<file path="src/design/agen_pkg.sv">
// package: constants and carrier types for the data address unit
package agen_pkg;
    localparam int ADDR_W = 23;
    localparam int WORD_W = 16;
    localparam int HIGH_W = 7;
    localparam logic [22:0] IE_FIRST_ADDR = 23'h000000;
    localparam logic [22:0] ACC0_LOW_ADDR = 23'h000008;
    localparam logic [22:0] ACC0_HIGH_ADDR = 23'h000009;
    localparam logic [22:0] AUX_TWO_ADDR = 23'h000012;
    localparam logic [22:0] AUX_THREE_ADDR = 23'h000013;
    localparam logic [6:0] DIRECT_MASK = 7'h7F;
    localparam logic [22:0] ADDR_RESET = 23'h000000;
    localparam int ABS_SHORT_BYTES = 2;
    localparam int ABS_LONG_BYTES = 3;

    // operand modes
    typedef enum logic [3:0] {
        OP_NONE = 4'h0,
        OP_COEF_INDEX = 4'h1,
        OP_ABS_SHORT = 4'h2,
        OP_ABS_LONG = 4'h3,
        OP_DIRECT = 4'h4,
        OP_AUX_IND = 4'h5,
        OP_COEF_IND = 4'h6
    } op_mode_type;

    // indirect forms
    typedef enum logic [3:0] {
        IF_PLAIN = 4'h0,
        IF_POST_INC = 4'h1,
        IF_POST_DEC = 4'h2,
        IF_PRE_INC = 4'h3,
        IF_PRE_DEC = 4'h4,
        IF_IDX_PLUS = 4'h5,
        IF_IDX_MINUS = 4'h6,
        IF_INDEXED = 4'h7,
        IF_BITREV = 4'h8,
        IF_CONST16 = 4'h9,
        IF_PRE_CONST16 = 4'hA,
        IF_SHORT3 = 4'hB
    } ind_form_type;

    typedef enum logic [2:0] {
        ST_IDLE = 3'b001,
        ST_FIRST = 3'b010,
        ST_SECOND = 3'b100
    } agen_state_type;

    typedef struct packed {
        op_mode_type mode;
        ind_form_type form;
        logic is_long;
        logic is_write;
        logic dual_read;
        logic dual_write;
        logic mmap_qual;
        logic parallel_req;
        logic [1:0] ext_bytes;
        logic [23:0] ext_const;
        logic [2:0] short_off;
    } agen_req_type;

    typedef struct packed {
        logic valid;
        logic write;
        logic primary_read;
        logic dedicated_write;
        logic [22:0] addr;
    } bus_req_type;
endpackage

</file>
<file path="src/design/data_address_unit.sv">
// data address unit: pointer arithmetic and register-map address generation
module data_address_unit
    import agen_pkg::*;
(
    // clock and reset
    input wire logic core_clk_in,
    input wire logic reset_in,
    // decoded instruction
    input wire logic req_valid_in,
    input wire agen_req_type req_in,
    // mode bits and pointer sources
    input wire logic legacy_compat_bit_in,
    input wire logic compiler_mode_bit_in,
    input wire logic aux_mode_select_in,
    input wire logic [HIGH_W-1:0] main_page_reg_in,
    input wire logic [WORD_W-1:0] page_pointer_in,
    input wire logic [WORD_W-1:0] index_temp_zero_in,
    input wire logic [WORD_W-1:0] aux_pointer_zero_in,
    input wire logic [ADDR_W-1:0] ext_aux_pointer_in,
    input wire logic [WORD_W-1:0] coef_circ_base_in,
    // pointer load
    input wire logic coef_load_in,
    input wire logic [ADDR_W-1:0] coef_load_value_in,
    // outputs
    output bus_req_type bus_out,
    output logic [ADDR_W-1:0] ext_coef_pointer_out,
    output logic [ADDR_W-1:0] aux_update_out,
    output logic aux_update_valid_out,
    output logic fault_out,
    output logic busy_out
);
    agen_state_type state_reg;
    agen_state_type state_next;
    logic [ADDR_W-1:0] coef_reg;
    logic [ADDR_W-1:0] first_addr_reg;
    logic is_write_reg;
    logic dual_r_reg;
    logic dual_w_reg;
    logic [ADDR_W-1:0] addr_calc;
    logic [ADDR_W-1:0] coef_new;
    logic [ADDR_W-1:0] aux_new;
    logic coef_upd;
    logic aux_upd;
    logic legal;
    logic [ADDR_W-1:0] base;
    logic [ADDR_W-1:0] step;
    logic [ADDR_W-1:0] k16x;
    logic [ADDR_W-1:0] k23;
    logic [ADDR_W-1:0] abs_short;
    logic [WORD_W-1:0] direct_low;
    logic [WORD_W-1:0] circ_low;
    logic [WORD_W-1:0] idx_sel;
    logic take;
    logic is_long_reg;
    logic [ADDR_W-1:0] coef_next_visible;

    // requests while busy are dropped, not queued; the decoder must wait
    assign take = req_valid_in && (state_reg == ST_IDLE);
    // high seven bits kept, low sixteen offset by circular base
    assign circ_low = coef_reg[WORD_W-1:0] + coef_circ_base_in;
    assign idx_sel = legacy_compat_bit_in ? aux_pointer_zero_in : index_temp_zero_in;
    // 16-bit constant offsets are signed, so they are sign-extended to the full pointer
    assign k16x = {{(ADDR_W-WORD_W){req_in.ext_const[WORD_W-1]}}, req_in.ext_const[WORD_W-1:0]};
    assign k23 = req_in.ext_const[ADDR_W-1:0];
    // main page forms upper bits; software keeps it zero for registers
    assign abs_short = {main_page_reg_in, req_in.ext_const[WORD_W-1:0]};

    // page-relative direct
    // qualifier drops page pointer and main page; compiler bit is ignored then
    always_comb begin
        if (req_in.mmap_qual) begin
            direct_low = {9'h000, req_in.ext_const[6:0] & DIRECT_MASK};
        end else begin
            direct_low = page_pointer_in + {9'h000, req_in.ext_const[6:0] & DIRECT_MASK};
        end
    end

    always_comb begin
        base = ext_aux_pointer_in;
        step = req_in.is_long ? 23'h000002 : 23'h000001;
        addr_calc = ADDR_RESET;
        coef_new = coef_reg;
        aux_new = ext_aux_pointer_in;
        coef_upd = 1'b0;
        aux_upd = 1'b0;
        legal = 1'b1;
        case (req_in.mode)
            OP_COEF_INDEX: begin
                addr_calc = {coef_reg[ADDR_W-1:WORD_W], circ_low};
                coef_new = coef_reg + {7'h00, idx_sel};
                coef_upd = 1'b1;
            end
            OP_ABS_SHORT: begin
                addr_calc = abs_short;
                legal = (req_in.ext_bytes == 2'(ABS_SHORT_BYTES)) && !req_in.parallel_req;
            end
            OP_ABS_LONG: begin
                addr_calc = k23;
                legal = (req_in.ext_bytes == 2'(ABS_LONG_BYTES)) && !req_in.parallel_req;
            end
            OP_DIRECT: begin
                if (req_in.mmap_qual) begin
                    addr_calc = {7'h00, direct_low};
                end else begin
                    addr_calc = {main_page_reg_in, direct_low};
                    // register page unreachable in stack-relative mode
                    legal = !compiler_mode_bit_in;
                end
            end
            OP_AUX_IND: begin
                case (req_in.form)
                    IF_PLAIN: addr_calc = base;
                    IF_POST_INC: begin
                        addr_calc = base;
                        aux_new = base + step;
                        aux_upd = 1'b1;
                    end
                    IF_POST_DEC: begin
                        addr_calc = base;
                        aux_new = base - step;
                        aux_upd = 1'b1;
                    end
                    IF_PRE_INC, IF_PRE_DEC: begin
                        aux_new = (req_in.form == IF_PRE_INC) ? base + step : base - step;
                        addr_calc = aux_new;
                        aux_upd = 1'b1;
                        legal = !aux_mode_select_in;
                    end
                    IF_IDX_PLUS, IF_IDX_MINUS: begin
                        addr_calc = base;
                        aux_new = (req_in.form == IF_IDX_PLUS) ? base + {7'h00, idx_sel}
                                                               : base - {7'h00, idx_sel};
                        aux_upd = 1'b1;
                    end
                    IF_INDEXED: addr_calc = base + {7'h00, idx_sel};
                    IF_BITREV: begin
                        addr_calc = base;
                        legal = !aux_mode_select_in;
                    end
                    IF_CONST16: addr_calc = base + k16x;
                    IF_PRE_CONST16: begin
                        aux_new = base + k16x;
                        addr_calc = aux_new;
                        aux_upd = 1'b1;
                    end
                    IF_SHORT3: begin
                        addr_calc = base + {20'h00000, req_in.short_off};
                        legal = aux_mode_select_in;
                    end
                    default: legal = 1'b0;
                endcase
            end
            OP_COEF_IND: begin
                addr_calc = {coef_reg[ADDR_W-1:WORD_W], circ_low};
                case (req_in.form)
                    IF_PLAIN: coef_upd = 1'b0;
                    IF_POST_INC: begin
                        coef_new = coef_reg + step;
                        coef_upd = 1'b1;
                    end
                    IF_POST_DEC: begin
                        coef_new = coef_reg - step;
                        coef_upd = 1'b1;
                    end
                    IF_CONST16: addr_calc = {coef_reg[ADDR_W-1:WORD_W], circ_low} + k16x;
                    IF_PRE_CONST16: begin
                        coef_new = coef_reg + k16x;
                        coef_upd = 1'b1;
                        addr_calc = {coef_reg[ADDR_W-1:WORD_W], circ_low} + k16x;
                    end
                    default: legal = 1'b0;
                endcase
            end
            default: legal = 1'b0;
        endcase
        // an indirect access whose first word is the first enable register is blocked
        // checked on the final address, so offsets landing on zero are refused too
        if ((req_in.mode == OP_AUX_IND || req_in.mode == OP_COEF_IND ||
             req_in.mode == OP_COEF_INDEX) && addr_calc == IE_FIRST_ADDR) begin
            legal = 1'b0;
        end
    end

    // one state per word of the access
    // busy stays high through the last word, so the next request waits a cycle
    always_comb begin
        state_next = state_reg;
        case (state_reg)
            ST_IDLE: if (take && legal) state_next = ST_FIRST;
            ST_FIRST: state_next = is_long_reg ? ST_SECOND : ST_IDLE;
            ST_SECOND: state_next = ST_IDLE;
            default: state_next = ST_IDLE;
        endcase
    end

    always_ff @(posedge core_clk_in or posedge reset_in) begin
        if (reset_in) begin
            state_reg <= ST_IDLE;
        end else begin
            state_reg <= state_next;
        end
    end

    always_ff @(posedge core_clk_in or posedge reset_in) begin
        if (reset_in) begin
            first_addr_reg <= ADDR_RESET;
            is_long_reg <= 1'b0;
            is_write_reg <= 1'b0;
            dual_r_reg <= 1'b0;
            dual_w_reg <= 1'b0;
        end else if (take && legal) begin
            first_addr_reg <= addr_calc;
            is_long_reg <= req_in.is_long;
            is_write_reg <= req_in.is_write;
            dual_r_reg <= req_in.dual_read && !req_in.is_long;
            dual_w_reg <= req_in.dual_write && !req_in.is_long;
        end
    end

    // pointer updates happen at acceptance; access words follow from the latched address
    // a load from the decoder wins over a post-modify in the same cycle
    always_ff @(posedge core_clk_in or posedge reset_in) begin
        if (reset_in) begin
            coef_reg <= ADDR_RESET;
        end else if (coef_load_in) begin
            coef_reg <= coef_load_value_in;
        end else if (take && legal && coef_upd) begin
            coef_reg <= coef_new;
        end
    end

    always_ff @(posedge core_clk_in or posedge reset_in) begin
        if (reset_in) begin
            aux_update_out <= ADDR_RESET;
            aux_update_valid_out <= 1'b0;
            fault_out <= 1'b0;
        end else begin
            // write-back value follows the decode; only the strobe is gated
            aux_update_out <= aux_new;
            aux_update_valid_out <= take && legal && aux_upd;
            fault_out <= take && !legal;
        end
    end

    always_ff @(posedge core_clk_in or posedge reset_in) begin
        if (reset_in) begin
            bus_out <= '0;
        end else begin
            bus_out.valid <= (state_next == ST_FIRST) || (state_next == ST_SECOND);
            if (state_next == ST_FIRST) begin
                bus_out.addr <= addr_calc;
                bus_out.write <= req_in.is_write;
                bus_out.primary_read <= req_in.dual_read && !req_in.is_long;
                bus_out.dedicated_write <= req_in.dual_write && !req_in.is_long;
            end else if (state_next == ST_SECOND) begin
                // partner word of the aligned pair
                // accumulator halves at 08h and 09h pair the same way
                bus_out.addr <= first_addr_reg[0] ? first_addr_reg - 23'h000001
                                                  : first_addr_reg + 23'h000001;
                bus_out.write <= is_write_reg;
                bus_out.primary_read <= dual_r_reg;
                bus_out.dedicated_write <= dual_w_reg;
            end else begin
                // address holds while idle to save toggling
                bus_out.write <= 1'b0;
                bus_out.primary_read <= 1'b0;
                bus_out.dedicated_write <= 1'b0;
            end
        end
    end

    always_ff @(posedge core_clk_in or posedge reset_in) begin
        if (reset_in) begin
            ext_coef_pointer_out <= ADDR_RESET;
            busy_out <= 1'b0;
        end else begin
            ext_coef_pointer_out <= coef_next_visible;
            busy_out <= state_next != ST_IDLE;
        end
    end

    // pointer output shows the value the register takes at this edge
    assign coef_next_visible = coef_load_in ? coef_load_value_in :
                               (take && legal && coef_upd) ? coef_new : coef_reg;
endmodule

</file>
<file path="config.mk">
export PLATFORM = sky130hd
export DESIGN_NAME = data_address_unit
export DESIGN_NICKNAME = d
export VERILOG_FILES = /design/src/design/agen_pkg.sv /design/src/design/data_address_unit.sv
export SDC_FILE = /design/constraint.sdc
export NUM_CORES = 1
export LEC_CHECK = 0
export BUFFER_PORTS_ARGS = -buffer_cell sky130_fd_sc_hd__buf_2
export CORE_AREA = 4 4 292 151
export DETAILED_ROUTE_END_ITERATION = 16
export DIE_AREA = 0 0 296 155
export SYNTH_ARGS = -nofsm -noshare
export SYNTH_HDL_FRONTEND = slang
export SYNTH_SLANG_ARGS = --single-unit
</file>
<file path="constraint.sdc">
create_clock -name core_clk_in -period 12.7 [get_ports core_clk_in]
set_input_delay 0.635 -clock core_clk_in [delete_from_list [all_inputs] [get_ports core_clk_in]]
set_output_delay 0.635 -clock core_clk_in [all_outputs]
set_load 0.01 [all_outputs]
</file>
==> impl_metrics.py, run 1 <==
metrics = {
    "grt": {
        "grt_pass1_wl_um": 112000,
        "antenna_found_initial": 4,
        "grt-ovfl-total": 0,
        "track_usage_pct": 32.0,
        "first_global_vias": 17306,
        "grt_max_degree": 74,
    },
    "floorplanning": {
        "fp.dieH_um": 155,
        "die_x_um": 296,
        "die_area_um2": 45900,
        "coreArea_um2": 41400,
        "std_cell_rows": 53,
        "io_pins": 243,
        "start_util_pct": 39.6,
    },
    "yosys": {
        "synth_seq_cells": 106,
        "seq_area_frac_synth_pct": 16.1,
        "netlist_area_um2": 16400,
        "synth_common_cells": "a21oi_1, nand2_1, nor2_1",
        "synth_nets": 2527,
        "synth.distinct_cells": 92,
        "netlist.area_leader.share_pct": 16.0,
        "async_flop_share_pct": 100,
        "avgSynthCellArea_um2": 7.49,
        "synth.area.top_cells": "dfrtp_1, ha_1, a21oi_1",
        "synth_top_flop_cell": "dfrtp_1",
        "synth.most_common_cell": "a21oi_1",
        "synth_edf_count": 0,
        "yosysTopAreaCell": "dfrtp_1",
        "yosysWarnings": 0,
        "synthCells": 2194,
    },
    "worst_setup_path": {
        "reg2reg_slack_ns": 5.80,
        "crit_path_max_incr_delay_ns": 1.36,
        "worstPathRequired_ns": 12.94,
        "startpoint_type": "primary input",
        "reg2reg_depth": 25,
        "crit_path_top_delay_cell": "nor4bb_1",
        "path_class": "primary input to flip-flop",
        "r2r-start": "ext_coef_pointer_out[0]$_DFFE_PP0P_",
        "timing.rr.end": "bus_out[0]$_DFFE_PP0P_",
        "crit_fanout": 73,
        "startpoint": "req_in[34]",
        "cp_common_cell": "buf_4",
        "cp-end-kind": "flip-flop",
        "arrival_ns": 7.23,
        "crit_chain": "buf_2 -> buf_4 -> inv_1 -> ha_1 -> fa_1 -> or3b_2 -> nor3_1 -> o221ai_1 -> nand2_1 -> a21oi_1 -> nor4bb_1 -> nand4b_1 -> nor4_1 -> and4b_1 -> nand4b_4 -> o21ai_4 -> buf_4 -> o21bai_1 -> o211ai_1",
    },
    "cells_and_area": {
        "largest-register": "bus_out",
        "nets": 2695,
        "fin_util_pct": 44.6,
        "largest_register_ffs": 27,
        "layout-drive-gt1-share_pct": 15.0,
        "syn2layout_area_growth_pct": 12.4,
    },
    "pwr": {
        "p_per_area_nw_per_um2": 102,
        "total_power_mw": 1.88,
        "vdd_drop_max_uv": 68.6,
        "p_leak_nw": 8.27,
    },
    "clocking": {
        "cts_tree": "yes",
        "root_buffer": "clkbuf_16",
        "cts.sink_count": 106,
        "post_cts_buffers": 0,
        "cts_buffers": 9,
        "clkTransAtPathRegs_ns": 0.10,
        "cts_resized": 0,
        "clockBufferDepth": 2,
        "htree_levels": 3,
        "clk_latency_ns": 0.40,
        "cts.hold.buffers_added": 0,
    },
    "detailed_routing": {
        "wl_per_cell_um": 26.0,
        "wirelength_um": 76000,
        "first_iter_violations": 2186,
        "drcViolationCount": 0,
        "via_per_inst": 6.47,
        "antenna_left": 0,
        "drtPass1Iterations": 9,
        "vias": 18871,
    },
    "timing": {
        "max_slew_margin_pct": -9.73,
        "fin_skew_ns": 0.0182,
        "setup_tns_ns": 0,
        "hold_viol": 0,
        "period_share_pct": 55.0,
        "setup_violations": 0,
        "slew_violations": 3,
        "tightest_slew_ns": 1.62,
        "fmaxAchievable_ghz": 0.143,
        "fin_crit_ns": 6.98,
        "rsz0062_at_grt": "no",
    },
    "job": {
        "drv_cap": 1,
    },
    "run_status": {
        "status": "finished with violations",
        "failed_checks": "capacitance limit, slew limit",
    },
    "place": {
        "port_buffers": 241,
        "hpwl_um": 61000,
        "gp_congestion": 0.986,
    },
    "hold_path": {
        "hold_class": "primary input to async pin",
    },
}
-- power by group --
part           internal (mW)  switching (mW)  leakage (nW)
Clock                  0.141           0.175         0.145
Sequential             0.405          0.0460          1.26
Combinational          0.435           0.678          6.86
-- logic make-up (layout without fill, tap and decap cells) --
group,after synthesis,after routing,share of synthesized area (%)
AO/OA/AOI/OAI,826,826,34.0
AND/OR/NAND/NOR,690,690,21.3
buffers and inverters,223,396,5.34
adder cells (fa/ha/maj),166,166,13.1
XOR/XNOR,134,134,7.14
flip-flops,106,106,16.1
multiplexers,49,49,3.02
other,0,1,0
-- layer usage --
metal,track usage [%],vias up,routed length (um)
met3,11.2,123,9000
met2,41.7,987,28700
met5,2.65,-,183
met4,7.41,4,1780
li1,-,8691,-
met1,49.0,9066,36300
-- area by class of cell --
class | instances | area, um2
clock buffer | 9 | 225
clock inverter | 7 | 75.1
antenna | 1 | 2.50
sequential | 106 | 2650
tap | 550 | 688
fill | 4272 | 23000
inverter | 96 | 363
multi-input combinational | 1865 | 12900
timing repair buffer | 284 | 1530
-- critical path: cells and delay by family --
family / cells / cell delay (ns)
adder cells (fa/ha/maj): 2 / 0.60
buffers and inverters: 4 / 1.34
AO/OA/AOI/OAI: 5 / 1.08
AND/OR/NAND/NOR: 8 / 3.53
-- stage by stage --
| stage | worst slack, ns | instance area, um2 | hold slack, ns | instances |
|---|---|---|---|---|
| global placement | 5.73 | 18200 | 0.460 | 2901 |
| detailed placement | 5.60 | 18200 | 0.477 | 2901 |
| CTS | 5.88 | 18500 | 0.395 | 2917 |
| finish | 5.72 | 18500 | 0.367 | 2918 |
| global route | 5.43 | 18500 | 0.442 | 2918 |
| floorplan | 7.06 | 16400 | 0.444 | 2194 |
-- layout by cell type, fill, tap and decap left out, types with 13 or more instances in the layout --
cell type,instances
nor3_1,54
o21a_1,19
buf_4,43
nor2_1,171
a221oi_1,26
and3_1,18
or3_1,22
a221o_1,22
o22ai_1,21
nand2b_1,30
o21ai_1,19
nand2_1,189
mux2i_1,45
xnor2_1,92
a21oi_1,215
or2_2,14
a211oi_1,51
a21o_1,49
o221ai_1,20
o31ai_1,14
o21bai_1,13
nand4_1,22
nand3_1,44
nor2b_1,26
o211ai_1,29
a31oi_1,35
xor2_1,42
nor4_1,17
inv_1,95
o21ai_0,135
ha_1,156
buf_2,241
dfrtp_1,105
-- worst max path at each step --
stage                                     endpoint  cells after the start
6_report                    bus_out[0]$_DFFE_PP0P_                     19
5_1_grt                     bus_out[0]$_DFFE_PP0P_                     25
2_1_floorplan  ext_coef_pointer_out[4]$_DFFE_PP0P_                     25
4_1_cts                     bus_out[0]$_DFFE_PP0P_                     25
3_5_place_dp                bus_out[0]$_DFFE_PP0P_                     26
3_3_place_gp                bus_out[0]$_DFFE_PP0P_                     26
No activity file was read; power rests on OpenSTA's default activity.
==> inputs of run 2 (changes only) <==
==> constraint.sdc (replaced) <==
create_clock -name core_clk_in -period 6.4 [get_ports core_clk_in]
set_input_delay 0.32 -clock core_clk_in [delete_from_list [all_inputs] [get_ports core_clk_in]]
set_output_delay 0.32 -clock core_clk_in [all_outputs]
set_load 0.01 [all_outputs]
==> run 2 against run 1 <==
Compared with the run above: the run ends with hold timing left; via count up 1.9%; clock skew is 0.013 ns higher; combinational power increased by 100%; critical endpoint is now ext_coef_pointer_out[6]$_DFFE_PP0P_; power increased by 100%; flip-flop and latch count unchanged; cell count increased by 1.2%; worst setup slack got worse by 5.5 ns; die area unchanged; routed wire length down 0.68%; first-iteration DRC count increased by 17%.
==> impl_metrics.py, run 2 (synthesized netlist as in run 1, its figures left out) <==
metrics = {
    "run_status": {
        "status": "finished with violations",
        "failed_checks": "hold timing",
    },
    "worst_setup_path": {
        "worstPathRequired_ns": 6.65,
        "startpoint_type": "flip-flop",
        "crit_path_max_incr_delay_ns": 0.44,
        "cp-end-kind": "flip-flop",
        "arrival_ns": 6.40,
        "crit_path_top_delay_cell": "or3_1",
        "cp_common_cell": "a21o_1",
        "crit_fanout": 12,
        "path_class": "flip-flop to flip-flop",
    },
    "timing": {
        "hold_viol": 14,
        "fmaxAchievable_ghz": 0.163,
        "slew_violations": 0,
        "whs_ns": -0.0199,
        "rsz0062_at_grt": "no",
        "setup_violations": 0,
        "setup_tns_ns": 0,
        "tightest_slew_ns": 1.34,
        "period_share_pct": 96.0,
        "fin_skew_ns": 0.0312,
        "fin_crit_ns": 6.15,
        "max_slew_margin_pct": 10.2,
    },
    "grt": {
        "grt_pass1_wl_um": 110000,
        "antenna_found_initial": 4,
        "grt_max_degree": 65,
        "grt-ovfl-total": 0,
        "track_usage_pct": 31.5,
        "first_global_vias": 17457,
    },
    "pwr": {
        "p_leak_nw": 8.47,
        "vdd_drop_max_uv": 137,
        "clockPowerShare_pct": 16.9,
        "internal_power_mw": 1.97,
        "p_sw_mw": 1.81,
        "total_power_mw": 3.78,
        "p_comb_share_pct": 59.0,
        "p_per_area_nw_per_um2": 201,
        "seqPwrFrac_pct": 24.1,
        "swShare_pct": 47.9,
    },
    "cells_and_area": {
        "layout-drive-gt1-share_pct": 16.4,
        "nets": 2727,
        "syn2layout_area_growth_pct": 14.7,
        "fillers": 4223,
        "final_cells": 2952,
        "largest_register_ffs": 27,
        "final_cell_mix": "buf_2, a21oi_1, nand2_1, nor2_1, ha_1",
        "postLayoutCellArea_um2": 18800,
        "layout_commonest_cell": "buf_2",
        "largest-register": "bus_out",
    },
    "clocking": {
        "root_buffer": "clkbuf_16",
        "cts_tree": "yes",
        "clockBufferDepth": 2,
        "htree_levels": 3,
        "clkTransAtPathRegs_ns": 0.11,
        "cts_buffers": 9,
        "clk_latency_ns": 0.41,
        "cts.hold.buffers_added": 0,
        "cts.sink_count": 106,
    },
    "floorplanning": {
        "start_util_pct": 39.6,
        "coreArea_um2": 41400,
        "die_x_um": 296,
        "std_cell_rows": 53,
        "io_pins": 243,
        "die_area_um2": 45900,
        "fp.dieH_um": 155,
    },
    "detailed_routing": {
        "vias": 19230,
        "drcViolationCount": 0,
        "via_per_inst": 6.51,
        "wirelength_um": 75500,
        "wl_per_cell_um": 25.6,
        "first_iter_violations": 2559,
        "drtPass1Iterations": 6,
        "antenna_left": 0,
    },
    "place": {
        "hpwl_um": 61300,
        "port_buffers": 241,
        "place_area_um2": 18400,
        "gp_congestion": 1.02,
        "dp.cells": 2928,
    },
    "hold_path": {
        "hold_class": "primary input to async pin",
    },
    "job": {
        "drv_cap": 0,
    },
}
run 2: routing by layer:
metal	GRT usage [%]	up-vias	routed length, um
met5	0	-	0
met4	5.73	0	1100
met3	11.1	92	10300
met2	41.7	1151	29000
met1	48.4	9241	35100
li1	-	8746	-
run 2: final timing paths:
path,slack (ns),depth (start not counted),startpoint,end
max,0.25,26,ext_coef_pointer_out[0]$_DFFE_PP0P_,ext_coef_pointer_out[6]$_DFFE_PP0P_
min,-0.02,2,reset_in,aux_update_out[12]$_DFF_PP0_
max reg2reg,0.25,26,ext_coef_pointer_out[0]$_DFFE_PP0P_,ext_coef_pointer_out[6]$_DFFE_PP0P_
min reg2reg,0.49,2,is_write_reg$_DFFE_PP0P_,is_write_reg$_DFFE_PP0P_
max in group asynchronous,5.07,3,reset_in,ext_coef_pointer_out[0]$_DFFE_PP0P_
min in group core_clk_in,0.12,3,coef_load_value_in[11],ext_coef_pointer_out[11]$_DFFE_PP0P_
run 2: layout make-up:
| type | count | area [um2] | area share [%] |
|---|---|---|---|
| antenna | 3 | 7.51 | 0.0398 |
| inverter | 96 | 363 | 1.93 |
| timing repair buffer | 316 | 1840 | 9.77 |
| clock inverter | 7 | 85.1 | 0.451 |
| tap | 550 | 688 | 3.65 |
| multi-input combinational | 1865 | 13000 | 68.9 |
| clock buffer | 9 | 225 | 1.20 |
| sequential | 106 | 2650 | 14.1 |
run 2: power groups by stage:
stage | Clock, mW | Combinational, mW | Sequential [mW]
2_1_floorplan | 0 | 1.46 | 0.928
3_3_place_gp | 0 | 2.11 | 0.919
3_5_place_dp | 0 | 2.15 | 0.924
4_1_cts | 0.650 | 2.17 | 0.911
5_1_grt | 0.672 | 2.43 | 0.928
6_report | 0.640 | 2.23 | 0.912
run 2: repair_timing:
action,in CTS,in global routing
setup buffers,0,3
endpoints found under the setup margin,0,62
resized for setup,0,9
hold endpoints to repair,0,0
run 2: per-stage QoR:
step / hold WS, ns / worst slack [ns] / util [%]
2_1_floorplan: 0.437 / 0.944 / -
3_3_place_gp: 0.441 / 0.371 / 44.4
3_5_place_dp: 0.456 / 0.281 / 44.4
4_1_cts: 0.00609 / 0.246 / 45.1
5_1_grt: 0.0337 / 0.00120 / 45.5
6_report: -0.0199 / 0.255 / 45.5
run 2: critical path: cells and delay by family, from the launching register on:
family                   cells  cell delay (ns)
AO/OA/AOI/OAI               12             2.63
XOR/XNOR                     2             0.33
adder cells (fa/ha/maj)      3             0.94
buffers and inverters        4             0.48
flip-flops                   1             0.39
multiplexers                 1             0.19
AND/OR/NAND/NOR              4             1.05
